--- src/ebd_pkg.sv ---
// shared constants for the external data and read strobe pin block
package ebd_pkg;
  localparam int          EBD_DATA_W       = 16;
  localparam int          EBD_SHARED_W     = 9;
  localparam int          EBD_SHARED_LO    = 7;
  localparam int          EBD_ADDR_W       = 17;
  localparam int          EBD_CS_W         = 4;
  localparam logic [8:0]  EBD_SEL_RST      = 9'h000;
  localparam logic [8:0]  EBD_PULLUP_RST   = 9'h1FF;
  localparam logic        EBD_DRIVE_RST    = 1'b0;
  localparam int          EBD_RD_CYCLES    = 2;
  localparam logic [1:0]  EBD_RD_CNT_W1    = 2'h1;
  localparam int          EBD_SYNC_STAGES  = 2;
endpackage

--- src/ebd_sync.sv ---
// two-stage synchroniser for pin inputs
`timescale 1ns/10ps
module ebd_sync #(
  parameter int W = 16
) (
  input  wire logic         sys_clk,
  input  wire logic         rst_b,
  input  wire logic [W-1:0] async_in,
  output logic      [W-1:0] sync_out
);
  logic [W-1:0] stage1_reg;

  always_ff @(posedge sys_clk or negedge rst_b) begin
    if (!rst_b) begin
      stage1_reg <= '0;
      sync_out   <= '0;
    end else begin
      stage1_reg <= async_in;
      sync_out   <= stage1_reg;
    end
  end
endmodule // ebd_sync

--- src/ebd_pins.sv ---
// external data bus upper lines, port f sharing and read strobe
//
// Overview of operation
// shared pins carry external data bits seven to fifteen during accesses
// in port mode each shared pin and bit fifteen pin is input or output
// after reset every shared pin takes the external bus function
// clearing pull-up enable bit n switches off line n pull-up
// read strobe low on each read; all sixteen data pins are inputs then (port-mode output pins stay driven)
// data bus value captured as the read strobe returns high
// address, selects and chip selects held valid while strobe is low
// idle strobe floats or stays driven per bus drive bit
// software should set the bus drive bit to one
// memory drives the bus only while the read strobe is low
// per-pin select bit picks bus or port function; reset picks bus
// in reset data and strobe drivers off, pull-ups on
`timescale 1ns/10ps
module ebd_pins (
  input  wire logic        sys_clk,
  input  wire logic        rst_b,
  input  wire logic        rd_req,
  input  wire logic [16:0] rd_addr,
  input  wire logic        rd_prog,
  input  wire logic [3:0]  rd_cs,
  input  wire logic        bus_drive_keep,
  input  wire logic [8:0]  port_f_select,
  input  wire logic [8:0]  port_f_dir,
  input  wire logic [8:0]  port_f_out,
  input  wire logic [8:0]  port_f_pullup_enable,
  input  wire logic [15:0] data_pin_in,
  output logic      [15:0] data_pin_out,
  output logic      [15:0] data_pin_oe,
  output logic      [8:0]  pullup_en,
  output logic      [8:0]  port_f_line_in,
  output logic             rd_strobe_n_out,
  output logic             rd_strobe_n_oe,
  output logic      [16:0] ext_address_lines,
  output logic             program_select_n,
  output logic             data_select_n,
  output logic      [3:0]  chip_select_n,
  output logic      [15:0] rd_data,
  output logic             rd_done,
  output logic             rd_busy
);
  logic [15:0] data_sync;
  logic [1:0]  cnt_reg;
  logic [1:0]  cnt_next;
  logic        strobe_low;
  logic        finish;
  logic [15:0] oe_next;
  logic [15:0] out_next;
  logic [8:0]  port_sel_reg;
  logic        capture_reg;

  ebd_sync #(.W(ebd_pkg::EBD_DATA_W)) u_sync (
    .sys_clk  (sys_clk),
    .rst_b    (rst_b),
    .async_in (data_pin_in),
    .sync_out (data_sync)
  );

  assign strobe_low = rd_busy;
  assign finish     = strobe_low && (cnt_reg == 2'h0);
  assign cnt_next   = finish ? 2'h0 :
                      strobe_low ? cnt_reg - 2'h1 :
                      (rd_req ? ebd_pkg::EBD_RD_CNT_W1 : 2'h0);

  // bus after reset
  always_ff @(posedge sys_clk or negedge rst_b) begin
    if (!rst_b) begin
      port_sel_reg <= ebd_pkg::EBD_SEL_RST;
    end else begin
      port_sel_reg <= port_f_select;
    end
  end

  // per-pin direction mux
  genvar g;
  generate
    for (g = 0; g < ebd_pkg::EBD_DATA_W; g++) begin : g_pin
      if (g >= ebd_pkg::EBD_SHARED_LO) begin : g_sh
        localparam int K = g - ebd_pkg::EBD_SHARED_LO;
        // inputs during read
        assign oe_next[g]  = port_sel_reg[K] ? port_f_dir[K] : 1'b0;
        assign out_next[g] = port_sel_reg[K] ? port_f_out[K] : 1'b0;
      end else begin : g_bus
        assign oe_next[g]  = 1'b0;
        assign out_next[g] = 1'b0;
      end
    end
  endgenerate

  always_ff @(posedge sys_clk or negedge rst_b) begin
    if (!rst_b) begin
      // drivers off, pull-ups on
      data_pin_out    <= 16'h0000;
      data_pin_oe     <= 16'h0000;
      pullup_en       <= ebd_pkg::EBD_PULLUP_RST;
      rd_strobe_n_out <= 1'b1;
      rd_strobe_n_oe  <= 1'b0;
      rd_busy         <= 1'b0;
      cnt_reg         <= 2'h0;
    end else begin
      data_pin_out    <= out_next;
      data_pin_oe     <= oe_next;
      // pull-up gating
      pullup_en       <= port_f_pullup_enable;
      cnt_reg         <= cnt_next;
      // strobe low
      rd_busy         <= finish ? 1'b0 : (rd_busy | rd_req);
      rd_strobe_n_out <= finish ? 1'b1 : !(rd_busy | rd_req);
      // idle drive choice
      rd_strobe_n_oe  <= (rd_busy | rd_req) & !finish ? 1'b1 : bus_drive_keep;
    end
  end

  // hold qualifiers
  always_ff @(posedge sys_clk or negedge rst_b) begin
    if (!rst_b) begin
      ext_address_lines <= 17'h00000;
      program_select_n  <= 1'b1;
      data_select_n     <= 1'b1;
      chip_select_n     <= 4'hF;
    end else if (!rd_busy) begin
      ext_address_lines <= rd_addr;
      program_select_n  <= !(rd_req && rd_prog);
      data_select_n     <= !(rd_req && !rd_prog);
      chip_select_n     <= rd_req ? ~rd_cs : 4'hF;
    end
  end

  // capture on strobe rise
  always_ff @(posedge sys_clk or negedge rst_b) begin
    if (!rst_b) begin
      rd_data        <= 16'h0000;
      rd_done        <= 1'b0;
      capture_reg    <= 1'b0;
      port_f_line_in <= 9'h000;
    end else begin
      // synchronised pins lag, so latch one edge after the rise
      capture_reg    <= finish;
      rd_done        <= capture_reg;
      port_f_line_in <= data_sync[15:7];
      if (capture_reg) begin
        rd_data <= data_sync;
      end
    end
  end
endmodule // ebd_pins

--- config.mk ---
export PLATFORM = sky130hd
export DESIGN_NAME = ebd_pins
export DESIGN_NICKNAME = d
export VERILOG_FILES = /design/src/ebd_pkg.sv /design/src/ebd_sync.sv /design/src/ebd_pins.sv
export SDC_FILE = /design/constraint.sdc
export NUM_CORES = 1
export LEC_CHECK = 0
export ABC_AREA = 1
export BUFFER_PORTS_ARGS = -buffer_cell sky130_fd_sc_hd__buf_2
export CORE_ASPECT_RATIO = 1.25
export CORE_MARGIN = 1
export CORE_UTILIZATION = 45
export DETAILED_ROUTE_END_ITERATION = 12
export PLACE_DENSITY = 0.76
export SYNTH_ARGS = -nofsm -noshare
export SYNTH_HDL_FRONTEND = slang
export SYNTH_SLANG_ARGS = --single-unit
--- constraint.sdc ---
create_clock -name sys_clk -period 1.9 [get_ports sys_clk]
set_clock_uncertainty 0.05 [all_clocks]
set_input_delay 0.38 -clock sys_clk [delete_from_list [all_inputs] [get_ports sys_clk]]
set_output_delay 0.38 -clock sys_clk [all_outputs]
set_load 0.01 [all_outputs]
==> summary.md <==
| Metric | Value |
|---|---|
| GRT Util Overall | `0.1931` |
| Finished Layout Cells | `678` |
| Remaining DRCs | `0` |
| Outcome | `complete, no violations` |
| Aggregate global routing overflow | `0` |
| Die width | `86.30 um` |
| Gp weighted congestion | `0.7247` |
| Post-DP Area | `4883 um^2` |
| Largest net degree at the start of global routing | `35` |
| Mapped Avg Cell Area | `12.38 um^2` |
| Post-DP HPWL | `5.236 mm` |
| Critical path required time | `1.47 ns` |
| CP Buf/Inv Count | `1` |
| Peak fanout along the critical path | `2` |
| Synth unique cells | `18` |
| Tcrit/Tclk final | `0.8390` |
| CTS tree | `done` |
| Vias | `2861` |
| Synth warn | `0` |
| Worst IR Drop VDD | `0.8009 mV` |
| Row cnt | `38` |
| Max reg flops | `17` |
| Die area | `9266 um^2` |
| WL final | `8.125 mm` |
| Synth top area cells | `dfrtp_1, dfstp_2, nand2_1, inv_1, buf_4` |
| DR iter-0 viols | `178` |
| Clock Latency Late Sink | `0.50 ns` |
| Endpoints failing setup | `0` |
| Synth Instances | `323` |
| Worst-path clk slew | `0.06 ns` |
| Slew Viols, Final | `0` |
| Synth area leader | `dfrtp_1` |
| Fraction of final layout cells sized beyond drive strength 1 | `0.3853` |
| RSZ-0062 raised after global routing | `no` |
| Post-CTS Resized | `0` |
| Most flops, register | `ext_address_lines` |
| CP top delay family | `flip-flops` |
| Total core area | `8653 um^2` |
| Per-cell routed wire length | `11.98 um` |
| Critical-path cell list | `buf_2` |
| Via/cell ratio | `approximately 4.2` |
| Pleak | `about 3.2 nW` |
| Tot Pwr | `8.333 mW` |
| Hold slack | `0.02404 ns` |
| Tmin final | `1.594 ns` |
| Crit-path slowest cell | `dfstp_2` |
| Initial Util | `0.4620` |
| Area Growth Syn to Fin | `48.42%` |
| Critical path arrival | `1.16 ns` |
| Global-route wire length before repair | `13.24 mm` |
| Fillers | `689` |
| Yosys top cell area share | `0.6698` |
| Die height | `107.4 um` |
| Register bit count reported by yosys | `between 100 and 150` |
| Worst min-delay path category | `in2reg` |
| Post-route cell area | `5933 um^2` |
| Clk Tree Root Cell | `clkbuf_8` |
| Max incr delay on CP | `0.54 ns` |
| Startpoint Class | `flop` |
| IO Pins | `171` |
| Initial antenna violation count | `0` |
| Final Util | `0.6857` |
| Final Worst Setup Slack | `0.3060 ns` |
| Flop-to-flop setup slack | `0.68 ns` |
| Crit. End Element | `output pin` |
| Nets | `625` |
| Max cap viols | `0` |
| Number of global-route vias before repair | `2976` |
| Antenna Nets Post-Route | `0` |
| Hold Fails Final Rpt | `0` |
| Longest Clk Path Bufs | `2` |
| Buffers added on ports | `156` |
| Critical path class | `reg2out` |
| Antenna Cells | `0` |
| Cts bufs inserted | `17` |
| Post-Syn Area | `3998 um^2` |
| Fmax | `between 600 and 700 MHz` |
| TritonCTS Sinks | `123` |
| Dpl ws | `between 0.7 and 0.8 ns` |
| Sequential share of the synthesized area | `0.7750` |
| TNS Setup | `0 ns` |
| TritonRoute pass-1 iters | `7` |
| CTS H-tree depth | `4` |
| Dpl cells | `597` |
| P per Cell Area | `1404 nW/um^2` |
[worst min-delay path: cells and delay by family]
| family | cells | cell delay (ns) |
|---|---|---|
| AND/OR/NAND/NOR | 2 | 0.09 |
| buffers and inverters | 1 | 0.07 |
[metal layers]
layer | part of all wire | routed length, um | global-route usage | vias up
li1 | - | - | - | 1376
met1 | 0.38 | 3106 | 0.2095 | 1359
met2 | 0.55 | 4449 | 0.3328 | 108
met3 | 0.048 | 393 | 0.06748 | 18
met4 | 0.022 | 176 | 0.09524 | 0
met5 | 0 | 0 | 0 | -
[layout by cell type, fill, tap and decap left out, types with 3 or more instances in the layout]
cell,n
clkinvlp_4,4
nand2_1,109
inv_1,41
o21ai_0,16
dfrtp_1,107
clkinv_2,5
conb_1,14
nand2_2,3
buf_4,6
dlygate4sd3_1,49
buf_2,155
clkbuf_16,16
dfstp_2,16
[area by class of cell]
class                   instances  area [um^2]  share of cell area
well taps                     120        150.1             0.02531
clock inverters                12        123.9             0.02088
clock buffers                  20        435.4             0.07339
repair buffers                212         1351              0.2278
multi-input cells             149        616.8              0.1040
flip-flops and latches        123         3098              0.5221
inverters                      42        157.7             0.02657
[synth_stat cells (all sizes together)]
cell type and instances:
clkbuf 1, nand2 112, nor3 1, dfrtp 107, conb 1, nand3 1, inv 42, o21ai 17
buf 21, nor2 2, dfstp 16, ha 2
[logic make-up (layout without fill, tap and decap cells)]
| group | Yosys count | in the layout | share of synthesized area |
|---|---|---|---|
| AO/OA/AOI/OAI | 17 | 17 | 0.02222 |
| adder cells (fa/ha/maj) | 2 | 2 | 0.006259 |
| buffers and inverters | 64 | 286 | 0.08294 |
| AND/OR/NAND/NOR | 116 | 116 | 0.1127 |
| other | 1 | 14 | 0.0009381 |
| flip-flops | 123 | 123 | 0.7750 |
[report_power, final]
group          switching (mW)  total [mW]  internal, mW
Sequential              0.266        3.51          3.24
Clock                    1.06        2.95          1.88
Combinational            1.13        1.88         0.750
Total                    2.45        8.33          5.88
[path summary, 6_finish.rpt]
kind                                 startpoint               endpoint  cells past startpoint
setup / recovery               chip_select_n[2]       chip_select_n[2]                      1
hold reg to reg            u_sync.stage1_reg[9]     u_sync.sync_out[9]                      0
hold / removal                      rd_addr[16]  ext_address_lines[16]                      3
min in group asynchronous                 rst_b                rd_done                      2
max in group asynchronous                 rst_b       chip_select_n[2]                      3
setup reg to reg                        rd_busy             cnt_reg[0]                      4
[repair_timing]
item | CTS | global route
hold buffers | 49 | 0
endpoints found under the hold margin | 73 | 0
setup buffers | 0 | 0
Power figures use the tool's default switching activity.
